==> src/pkg/shr_pkg.sv <==
// shared constants, register map and carrier types of the sensor register bank
`default_nettype none
package shr_pkg;
   // target address, upper six bits; the seventh comes from the address strap
   localparam logic [5:0] ADDR_BASE = 6'b10_0000;
   localparam logic [3:0] BYTE_BITS = 4'h8;        // bits per serial byte
   localparam logic [3:0] LAST_BIT = 4'h7;         // index of the last bit sent

   // register offsets
   localparam logic [7:0] OFS_TEMP_LOW = 8'h00;
   localparam logic [7:0] OFS_TEMP_HIGH = 8'h01;
   localparam logic [7:0] OFS_HUMID_LOW = 8'h02;
   localparam logic [7:0] OFS_HUMID_HIGH = 8'h03;
   localparam logic [7:0] OFS_EVENT_FLAGS = 8'h04;
   localparam logic [7:0] OFS_TEMP_PEAK = 8'h05;
   localparam logic [7:0] OFS_HUMID_PEAK = 8'h06;
   localparam logic [7:0] OFS_ALERT_ENABLES = 8'h07;
   localparam logic [7:0] OFS_TEMP_TRIM = 8'h08;
   localparam logic [7:0] OFS_HUMID_TRIM = 8'h09;
   localparam logic [7:0] OFS_TEMP_LIMIT_LOWER = 8'h0A;
   localparam logic [7:0] OFS_TEMP_LIMIT_UPPER = 8'h0B;
   localparam logic [7:0] OFS_HUMID_LIMIT_LOWER = 8'h0C;
   localparam logic [7:0] OFS_HUMID_LIMIT_UPPER = 8'h0D;
   localparam logic [7:0] OFS_DEVICE_SETUP = 8'h0E;
   localparam logic [7:0] OFS_CONVERSION_SETUP = 8'h0F;
   localparam logic [7:0] OFS_MAKER_CODE_LOW = 8'hFC;
   localparam logic [7:0] OFS_MAKER_CODE_HIGH = 8'hFD;
   localparam logic [7:0] OFS_PART_CODE_LOW = 8'hFE;
   localparam logic [7:0] OFS_PART_CODE_HIGH = 8'hFF;

   // reset values: zero and those that are not zero
   localparam logic [7:0] RST_ZERO = 8'h00;
   localparam logic [7:0] RST_TEMP_LIMIT_LOWER = 8'h01;
   localparam logic [7:0] RST_TEMP_LIMIT_UPPER = 8'hFF;
   localparam logic [7:0] RST_HUMID_LIMIT_UPPER = 8'hFF;

   // field positions
   localparam int FLAG_READY_BIT = 7;     // data-ready in event_flags
   localparam int FLAG_LIMIT_MSB = 6;     // four limit flags, bits 6..3
   localparam int FLAG_LIMIT_LSB = 3;
   localparam int SOFT_RESET_BIT = 7;     // self-clearing soft reset in device_setup

   // byte engine states
   typedef enum logic [3:0] {
      ST_IDLE, ST_ADDR, ST_ADDR_ACK, ST_PTR, ST_PTR_ACK,
      ST_WR, ST_WR_ACK, ST_RD, ST_RD_ACK
   } shr_state_t;

   // bus events from the pin watcher
   typedef struct packed {
      logic start;      // start or repeated start
      logic stop;       // stop condition
      logic scl_rise;   // clock rising edge
      logic scl_fall;   // clock falling edge
      logic sda;        // current data level
   } shr_edges_t;

   // pin watcher state
   typedef struct packed {
      logic scl;
      logic sda;
   } shr_pins_t;

   // finished conversion from the measurement engine
   typedef struct packed {
      logic done;               // one-cycle pulse, codes valid
      logic [15:0] temp;        // temperature code
      logic [15:0] humid;       // humidity code
      logic [3:0] limit_hit;    // limit events: temp upper, temp lower, humid upper, lower
   } shr_sample_t;

   // settings handed to the measurement engine
   typedef struct packed {
      logic [7:0] alert_enables;
      logic [7:0] temp_trim;
      logic [7:0] humid_trim;
      logic [7:0] temp_limit_lower;
      logic [7:0] temp_limit_upper;
      logic [7:0] humid_limit_lower;
      logic [7:0] humid_limit_upper;
      logic [7:0] device_setup;
      logic [7:0] conversion_setup;
   } shr_setup_t;

   // whole state of the register bank
   typedef struct packed {
      shr_state_t state;
      logic [3:0] cnt;          // bit counter within a byte
      logic [7:0] shift;        // receive shifter
      logic [7:0] tx;           // transmit shifter
      logic [7:0] ptr;          // register pointer
      logic rw;                 // direction of the current frame
      logic drive;              // pull data low
      logic acked;              // controller acknowledged the last byte
      logic [15:0][7:0] regs;   // offsets 0x00..0x0F
   } shr_core_t;
endpackage : shr_pkg
`default_nettype wire

==> src/hw/shr_bus_watch.sv <==
// watcher of the two serial pins: edges, start and stop
`timescale 1ns/1ps
`default_nettype none
module shr_bus_watch (
   input wire logic clk_i,                 // core clock
   input wire logic srst_i,                // synchronous reset, high
   input wire logic ce_i,                  // clock enable
   input wire logic scl_i,                 // serial clock level
   input wire logic sda_i,                 // serial data level
   output shr_pkg::shr_edges_t edges_o     // decoded bus events
);
   import shr_pkg::*;

   shr_pins_t st;        // previous pin levels
   shr_pins_t next_st;   // levels to remember

   // remember the pins each enabled cycle
   always_comb begin
      next_st.scl = scl_i;
      next_st.sda = sda_i;
   end

   // reset to the idle bus level, both lines high
   always_ff @(posedge clk_i) begin
      if (srst_i) begin
         st <= '{scl: 1'b1, sda: 1'b1};
      end else if (ce_i) begin
         st <= next_st;
      end
   end

   // data moving while clock stays high frames a transfer
   always_comb begin
      edges_o.start = ce_i & st.scl & scl_i & st.sda & ~sda_i;
      edges_o.stop = ce_i & st.scl & scl_i & ~st.sda & sda_i;
      edges_o.scl_rise = ce_i & ~st.scl & scl_i;
      edges_o.scl_fall = ce_i & st.scl & ~scl_i;
      edges_o.sda = sda_i;
   end
endmodule : shr_bus_watch
`default_nettype wire

==> src/hw/shr_regmap.sv <==
// serial target and register bank of the humidity and temperature sensor
`timescale 1ns/1ps
`default_nettype none
module shr_regmap #(
   parameter logic [7:0] MAKER_CODE_LOW = 8'h11,   // arbitrary value
   parameter logic [7:0] MAKER_CODE_HIGH = 8'h22,  // arbitrary value
   parameter logic [7:0] PART_CODE_LOW = 8'h33,    // arbitrary value
   parameter logic [7:0] PART_CODE_HIGH = 8'h44    // arbitrary value
) (
   input wire logic clk_i,                   // core clock, 20 MHz
   input wire logic srst_i,                  // synchronous reset, high
   input wire logic ce_i,                    // clock enable, freezes all state
   input wire logic addr_sel_i,              // address strap, lowest address bit
   input wire logic scl_i,                   // serial clock level
   input wire logic sda_i,                   // serial data level
   output logic sda_o,                       // data drive level, always low
   output logic sda_oe_o,                    // data pulled low while high
   input wire shr_pkg::shr_sample_t sample_i,   // conversion results
   output shr_pkg::shr_setup_t setup_o,      // writable settings
   output logic [7:0] event_flags_o          // live event flags
);
   import shr_pkg::*;

   shr_edges_t ed;       // bus events
   shr_core_t st;        // registered state
   shr_core_t next_st;   // next state

   // pin watcher
   shr_bus_watch u_watch (
      .clk_i(clk_i),
      .srst_i(srst_i),
      .ce_i(ce_i),
      .scl_i(scl_i),
      .sda_i(sda_i),
      .edges_o(ed)
   );

   // register contents after reset; limits open wide
   function automatic logic [15:0][7:0] regs_reset();
      logic [15:0][7:0] r;
      r = '0;
      r[OFS_TEMP_LIMIT_LOWER[3:0]] = RST_TEMP_LIMIT_LOWER;
      r[OFS_TEMP_LIMIT_UPPER[3:0]] = RST_TEMP_LIMIT_UPPER;
      r[OFS_HUMID_LIMIT_UPPER[3:0]] = RST_HUMID_LIMIT_UPPER;
      return r;
   endfunction : regs_reset

   // pointer values that name a register
   function automatic logic is_mapped(input logic [7:0] p);
      return (p <= OFS_CONVERSION_SETUP) || (p >= OFS_MAKER_CODE_LOW);
   endfunction : is_mapped

   // identification bytes refuse writes
   function automatic logic is_ident(input logic [7:0] p);
      return p >= OFS_MAKER_CODE_LOW;
   endfunction : is_ident

   // software-writable window
   function automatic logic is_writable(input logic [7:0] p);
      return (p >= OFS_ALERT_ENABLES) && (p <= OFS_CONVERSION_SETUP);
   endfunction : is_writable

   // read mux over bank and identification codes
   function automatic logic [7:0] read_reg(input shr_core_t c, input logic [7:0] p);
      logic [7:0] v;
      v = RST_ZERO;
      if (p <= OFS_CONVERSION_SETUP) begin
         v = c.regs[p[3:0]];
      end else if (p == OFS_MAKER_CODE_LOW) begin
         v = MAKER_CODE_LOW;
      end else if (p == OFS_MAKER_CODE_HIGH) begin
         v = MAKER_CODE_HIGH;
      end else if (p == OFS_PART_CODE_LOW) begin
         v = PART_CODE_LOW;
      end else if (p == OFS_PART_CODE_HIGH) begin
         v = PART_CODE_HIGH;
      end
      return v;
   endfunction : read_reg

   // fetch the byte at the pointer, drive its top bit, apply clear-on-read
   function automatic shr_core_t load_byte(input shr_core_t c);
      shr_core_t r;
      r = c;
      r.tx = read_reg(c, c.ptr);
      r.drive = ~r.tx[7];
      r.cnt = '0;
      r.state = ST_RD;
      // results and flags drop data-ready once read
      if (c.ptr <= OFS_EVENT_FLAGS) begin
         r.regs[OFS_EVENT_FLAGS[3:0]][FLAG_READY_BIT] = 1'b0;
      end
      // limit flags drop only when the flag byte itself is read
      if (c.ptr == OFS_EVENT_FLAGS) begin
         r.regs[OFS_EVENT_FLAGS[3:0]][FLAG_LIMIT_MSB:FLAG_LIMIT_LSB] = 4'h0;
      end
      return r;
   endfunction : load_byte

   // next state: bus protocol, then conversion events, then soft reset
   always_comb begin
      next_st = st;
      if (ed.start) begin
         // a restart keeps the pointer left by the last write or read
         next_st.state = ST_ADDR;
         next_st.cnt = '0;
         next_st.drive = 1'b0;
      end else if (ed.stop) begin
         // stop ends any frame and releases the line
         next_st.state = ST_IDLE;
         next_st.drive = 1'b0;
      end else begin
         case (st.state)
            ST_ADDR, ST_PTR, ST_WR: begin
               if (ed.scl_rise && (st.cnt < BYTE_BITS)) begin
                  // incoming bits enter at the bottom, first bit is the msb
                  next_st.shift = {st.shift[6:0], ed.sda};
                  next_st.cnt = st.cnt + 4'h1;
               end else if (ed.scl_fall && (st.cnt == BYTE_BITS)) begin
                  next_st.cnt = '0;
                  if (st.state == ST_ADDR) begin
                     // acknowledge only our own address
                     if (st.shift[7:1] == {ADDR_BASE, addr_sel_i}) begin
                        next_st.state = ST_ADDR_ACK;
                        next_st.rw = st.shift[0];
                        next_st.drive = 1'b1;
                     end else begin
                        next_st.state = ST_IDLE;
                     end
                  end else if (st.state == ST_PTR) begin
                     // pointer byte, refused when it names no register
                     if (is_mapped(st.shift)) begin
                        next_st.ptr = st.shift;
                        next_st.state = ST_PTR_ACK;
                        next_st.drive = 1'b1;
                     end else begin
                        next_st.state = ST_IDLE;
                     end
                  end else begin
                     // data byte: identification bytes are refused
                     next_st.state = ST_WR_ACK;
                     next_st.drive = ~is_ident(st.ptr);
                     if (is_writable(st.ptr)) begin
                        next_st.regs[st.ptr[3:0]] = st.shift;
                     end
                     next_st.ptr = st.ptr + 8'h01;
                  end
               end
            end
            ST_ADDR_ACK, ST_PTR_ACK, ST_WR_ACK: begin
               // ack bit ends on the falling clock
               if (ed.scl_fall) begin
                  next_st.drive = 1'b0;
                  if ((st.state == ST_ADDR_ACK) && st.rw) begin
                     next_st = load_byte(st);
                  end else if (st.state == ST_ADDR_ACK) begin
                     next_st.state = ST_PTR;
                  end else begin
                     next_st.state = ST_WR;
                  end
               end
            end
            ST_RD: begin
               // shift out on each falling clock, msb first
               if (ed.scl_fall) begin
                  if (st.cnt == LAST_BIT) begin
                     next_st.state = ST_RD_ACK;
                     next_st.drive = 1'b0;
                     next_st.acked = 1'b0;
                  end else begin
                     next_st.tx = {st.tx[6:0], 1'b0};
                     next_st.drive = ~st.tx[6];
                     next_st.cnt = st.cnt + 4'h1;
                  end
               end
            end
            ST_RD_ACK: begin
               if (ed.scl_rise) begin
                  // controller ack moves on, nack ends the read
                  if (!ed.sda) begin
                     next_st.acked = 1'b1;
                     next_st.ptr = st.ptr + 8'h01;
                  end else begin
                     next_st.state = ST_IDLE;
                  end
               end else if (ed.scl_fall && st.acked) begin
                  next_st = load_byte(st);
               end
            end
            default: begin
               next_st.state = ST_IDLE;
            end
         endcase
      end

      // a finished conversion lands both bytes of each code at once
      // codes arrive already scaled by the engine
      if (sample_i.done) begin
         next_st.regs[OFS_TEMP_LOW[3:0]] = sample_i.temp[7:0];
         next_st.regs[OFS_TEMP_HIGH[3:0]] = sample_i.temp[15:8];
         next_st.regs[OFS_HUMID_LOW[3:0]] = sample_i.humid[7:0];
         next_st.regs[OFS_HUMID_HIGH[3:0]] = sample_i.humid[15:8];
         // peaks track the high byte; only sound with one-shot triggering
         if (sample_i.temp[15:8] > st.regs[OFS_TEMP_PEAK[3:0]]) begin
            next_st.regs[OFS_TEMP_PEAK[3:0]] = sample_i.temp[15:8];
         end
         if (sample_i.humid[15:8] > st.regs[OFS_HUMID_PEAK[3:0]]) begin
            next_st.regs[OFS_HUMID_PEAK[3:0]] = sample_i.humid[15:8];
         end
         // set after the read clear, so a read in the same cycle never loses a new sample
         next_st.regs[OFS_EVENT_FLAGS[3:0]][FLAG_READY_BIT] = 1'b1;
      end
      // limit events stick until the flag byte is read
      next_st.regs[OFS_EVENT_FLAGS[3:0]][FLAG_LIMIT_MSB:FLAG_LIMIT_LSB] =
         next_st.regs[OFS_EVENT_FLAGS[3:0]][FLAG_LIMIT_MSB:FLAG_LIMIT_LSB] | sample_i.limit_hit;

      // soft reset one cycle after it is written; the bus frame goes on
      if (st.regs[OFS_DEVICE_SETUP[3:0]][SOFT_RESET_BIT]) begin
         next_st.regs = regs_reset();
      end
   end

   // one register for the whole state; ce low freezes it
   always_ff @(posedge clk_i) begin
      if (srst_i) begin
         st <= '{state: ST_IDLE, cnt: 4'h0, shift: 8'h00, tx: 8'h00, ptr: 8'h00,
                 rw: 1'b0, drive: 1'b0, acked: 1'b0, regs: regs_reset()};
      end else if (ce_i) begin
         st <= next_st;
      end
   end

   // open-drain data: only ever pulled low
   assign sda_o = 1'b0;
   assign sda_oe_o = st.drive;
   assign event_flags_o = st.regs[OFS_EVENT_FLAGS[3:0]];
   assign setup_o = '{
      alert_enables: st.regs[OFS_ALERT_ENABLES[3:0]],
      temp_trim: st.regs[OFS_TEMP_TRIM[3:0]],
      humid_trim: st.regs[OFS_HUMID_TRIM[3:0]],
      temp_limit_lower: st.regs[OFS_TEMP_LIMIT_LOWER[3:0]],
      temp_limit_upper: st.regs[OFS_TEMP_LIMIT_UPPER[3:0]],
      humid_limit_lower: st.regs[OFS_HUMID_LIMIT_LOWER[3:0]],
      humid_limit_upper: st.regs[OFS_HUMID_LIMIT_UPPER[3:0]],
      device_setup: st.regs[OFS_DEVICE_SETUP[3:0]],
      conversion_setup: st.regs[OFS_CONVERSION_SETUP[3:0]]
   };
endmodule : shr_regmap
`default_nettype wire

==> config.mk <==
export PLATFORM = sky130hd
export DESIGN_NAME = shr_regmap
export DESIGN_NICKNAME = d
export VERILOG_FILES = /design/src/pkg/shr_pkg.sv /design/src/hw/shr_bus_watch.sv /design/src/hw/shr_regmap.sv
export SDC_FILE = /design/constraint.sdc
export NUM_CORES = 1
export LEC_CHECK = 0
export BUFFER_PORTS_ARGS = -buffer_cell sky130_fd_sc_hd__clkbuf_2
export CORE_MARGIN = 2
export CORE_UTILIZATION = 33
export CTS_CLUSTER_DIAMETER = 100
export DETAILED_ROUTE_END_ITERATION = 16
export PLACE_DENSITY = 0.61
export SETUP_SLACK_MARGIN = 0.15
export SYNTH_ARGS = -nofsm -noshare
export SYNTH_HDL_FRONTEND = slang
export SYNTH_HIERARCHICAL = 1
export SYNTH_SLANG_ARGS = --single-unit
==> constraint.sdc <==
create_clock -name clk_i -period 4.8 [get_ports clk_i]
set_input_delay 0.48 -clock clk_i [delete_from_list [all_inputs] [get_ports clk_i]]
set_output_delay 0.48 -clock clk_i [all_outputs]
set_load 0.01 [all_outputs]
==> summary.txt <==
Status
  • Run status: complete, no violations

Critical path
  • Setup crit start kind: register
  • Worst EP required: 5100 ps
  • CP Max Fanout: 23
  • Crit path capture type: register
  • Critical setup path kind: reg -> reg
  • CP arrival: 3530 ps
  • Flop-to-flop setup slack: between 1500 and 2000 ps

Floorplan
  • Starting Density: 33.6%
  • Num ports: between 100 and 150
  • Die area: 0.0328 mm²
  • Core Region: 0.0307 mm²
  • Die width: 181 µm
  • Die Span Y: 181 µm
  • # rows: 64

Route
  • Drt pass-1 iters: 5
  • Final ANT Viol Nets: 0
  • Routed wire length: 33.7 mm
  • Initial DRC Count: approximately 1100
  • WL per Instance: approximately 21 µm
  • DRC: 0
  • Vias per inst: 5.80
  • Via count: 9192

Yosys
  • #FFs+latches synth: 164
  • EDFF count, synth: 0
  • Async SR Flop Fraction: 0%
  • Synth unique cells: 77
  • Most common library cells after synthesis: dfxtp_1, nand2_1, nor2_1, buf_4, mux2i_1
  • Number of synthesis warnings: 6
  • Seq/Total Area, Yosys: roughly a third
  • Most frequently used cell type in the post-synthesis netlist: dfxtp_1
  • Main synth FF type: dfxtp_1
  • Top post-synthesis cells by area: dfxtp_1, mux4_2, mux2i_1
  • Yosys top cell by area: dfxtp_1
  • Mapped cell area: just over 0.01 mm²
  • Synth Instances: about 1200
  • Syn_nets: 1267
  • Share of the synthesized area in the top cell type: 31.7%
  • Synth Area per Inst: 8.61 µm²

Global route
  • Routing usage on met2: 32.6%
  • Tot GR Track Use: 20.4%
  • Met3 usage in global routing: 3.97%
  • Met1 Track Usage GR: 28.3%
  • First-pass GRT wire length: 52.2 mm
  • Largest net degree at the start of global routing: 68
  • GR Overflow Total: 0
  • Global route hottest layer: met2
  • Vias in the first global route: 8505
  • Antenna violations before repair: 0

Layout
  • N_diodes: 0
  • Final core utilization: ~36%
  • Layout cell share with drive strength beyond 1: 20.4%
  • Register area: 0.00329 mm²
  • Area growth, synth to finish: 7.66%
  • Fill cells: 3232
  • Multi-input gate area: 0.00590 mm²
  • Net count, final: 1240

Clock tree
  • Clock Tree Buf Depth: 2
  • Root Driver: clkbuf_16
  • Total CTS buffers: 17
  • # clock sinks: 164
  • CTS Hold Bufs: 0
  • H-tree Lvls: 4
  • CTS tree: yes
  • CTS resizes: 0
  • Post-CTS setup buffers: 0
  • Clock Latency Late Sink: between 400 and 500 ps
  • Clock Pin Slew Worst Setup and Hold Paths: 70 ps

Timing
  • Max Fclk: just over 300 MHz
  • Final Max Tran Viols: 0
  • Final period util: 67.3%
  • Finish-stage setup viols: 0
  • Worst-margin pin slew: 1190 ps
  • Final min period: 3230 ps
  • Setup TNS: 0 ps
  • Relative slew slack: 19.9%
  • RSZ-0062 raised after global routing: false
  • Hold Vio Cnt, Final: 0
  • Setup Skew: 15.9 ps

Pwr
  • Worst ir drop on vdd: 231 µV
  • Pwr dens: 288 mW/mm²
  • Pleak: 4.41 nW

Worst hold path
  • Worst min-delay path class: in -> reg

Flow run
  • Max_cap viols: 0

Placed design
  • Detailed Place HPWL: around 24 mm
  • Gpl congestion: roughly 0.86
  • Port Buffer Count: 123
-- worst max-delay path: stages, from the launching register on --
cell and delay, ps:
dfxtp_1 810, nand4bb_1 460, nor4_4 490, a21o_1 360, nand4_1 590, nand3_1 270, o21ai_0 120
-- path summary, 6_finish.rpt --
path / from / cells past startpoint / end
max reg2reg: st[161] / 6 / setup_o[54]
max: st[161] / 6 / setup_o[54]
min: scl_i / 2 / u_watch/st[1]
min reg2reg: st[142] / 2 / st[142]
-- cells in the final DEF (no fill, tap or decap), types with 5 or more instances in the layout --
master and instances:
a21o_1 28, o21ai_0 57, buf_4 18, o211ai_1 8, inv_1 30, ha_1 22
nor4_1 6, a221o_1 11, or2_2 8, nand2_1 122, nand4b_1 5, a21oi_1 39
clkbuf_16 17, o31ai_1 40, a32o_1 9, nand3_1 57, a22oi_1 48, dfxtp_1 162
a31oi_1 8, clkbuf_2 122, mux4_2 34, nor2_1 91, nor2b_1 12, nor3_1 8
and3_1 5, mux2i_1 74, nand4_1 11, and2_1 8, nand2b_1 7, nand3b_1 9
or3_1 5, o22ai_1 8
-- kinds of logic (layout without fill, tap and decap cells) --
| kind of cell | count (synthesis) | count (layout) | share of synthesized area (%) |
|---|---|---|---|
| AO/OA/AOI/OAI | 304 | 304 | 20.5 |
| XOR/XNOR | 1 | 1 | 0.0847 |
| adder cells (fa/ha/maj) | 22 | 22 | 2.66 |
| buffers and inverters | 217 | 203 | 11.5 |
| flip-flops | 164 | 164 | 31.7 |
| multiplexers | 108 | 108 | 14.6 |
| other | 1 | 1 | 0.0362 |
| AND/OR/NAND/NOR | 385 | 385 | 19.0 |
-- power by group --
part           switching, W  leakage, nW  internal [W]  total, W
Clock              0.000643        0.286      0.000763   0.00141
Sequential        0.0000388         1.33       0.00139   0.00143
Combinational      0.000231         2.79      0.000145  0.000375
-- through the flow --
step                std cells  power, W  hold WS [ps]  area, µm²  setup WS (ps)
global route             1584   0.00331           318      11100           1330
detailed placement       1552   0.00183           451      10500           1430
CTS                      1584   0.00321           300      11100           1640
global placement         1552   0.00182           446      10500           1510
finish                   1584   0.00321           312      11100           1570
floorplan                1202   0.00171           432      10300           2070
-- registers in the layout, indices dropped and copies added, names as in the netlist --
name / count
u_watch/st: 2
event_flags_o: 8
setup_o: 72
st: 81
sda_oe_o: 1
-- final cells by class --
type	instances	area share, %
clock buffers	20	4.10
repair buffers	141	6.74
clock inverters	12	1.20
inverters	30	1.01
flip-flops and latches	164	29.5
multi-input cells	821	53.0
well taps	396	4.45
-- routing by layer --
metal	up-vias	routed length [µm]
met5	-	0
met2	391	15500
li1	4265	-
met1	4496	15200
met4	0	641
met3	40	2310
(Power assumes the default switching activity.)
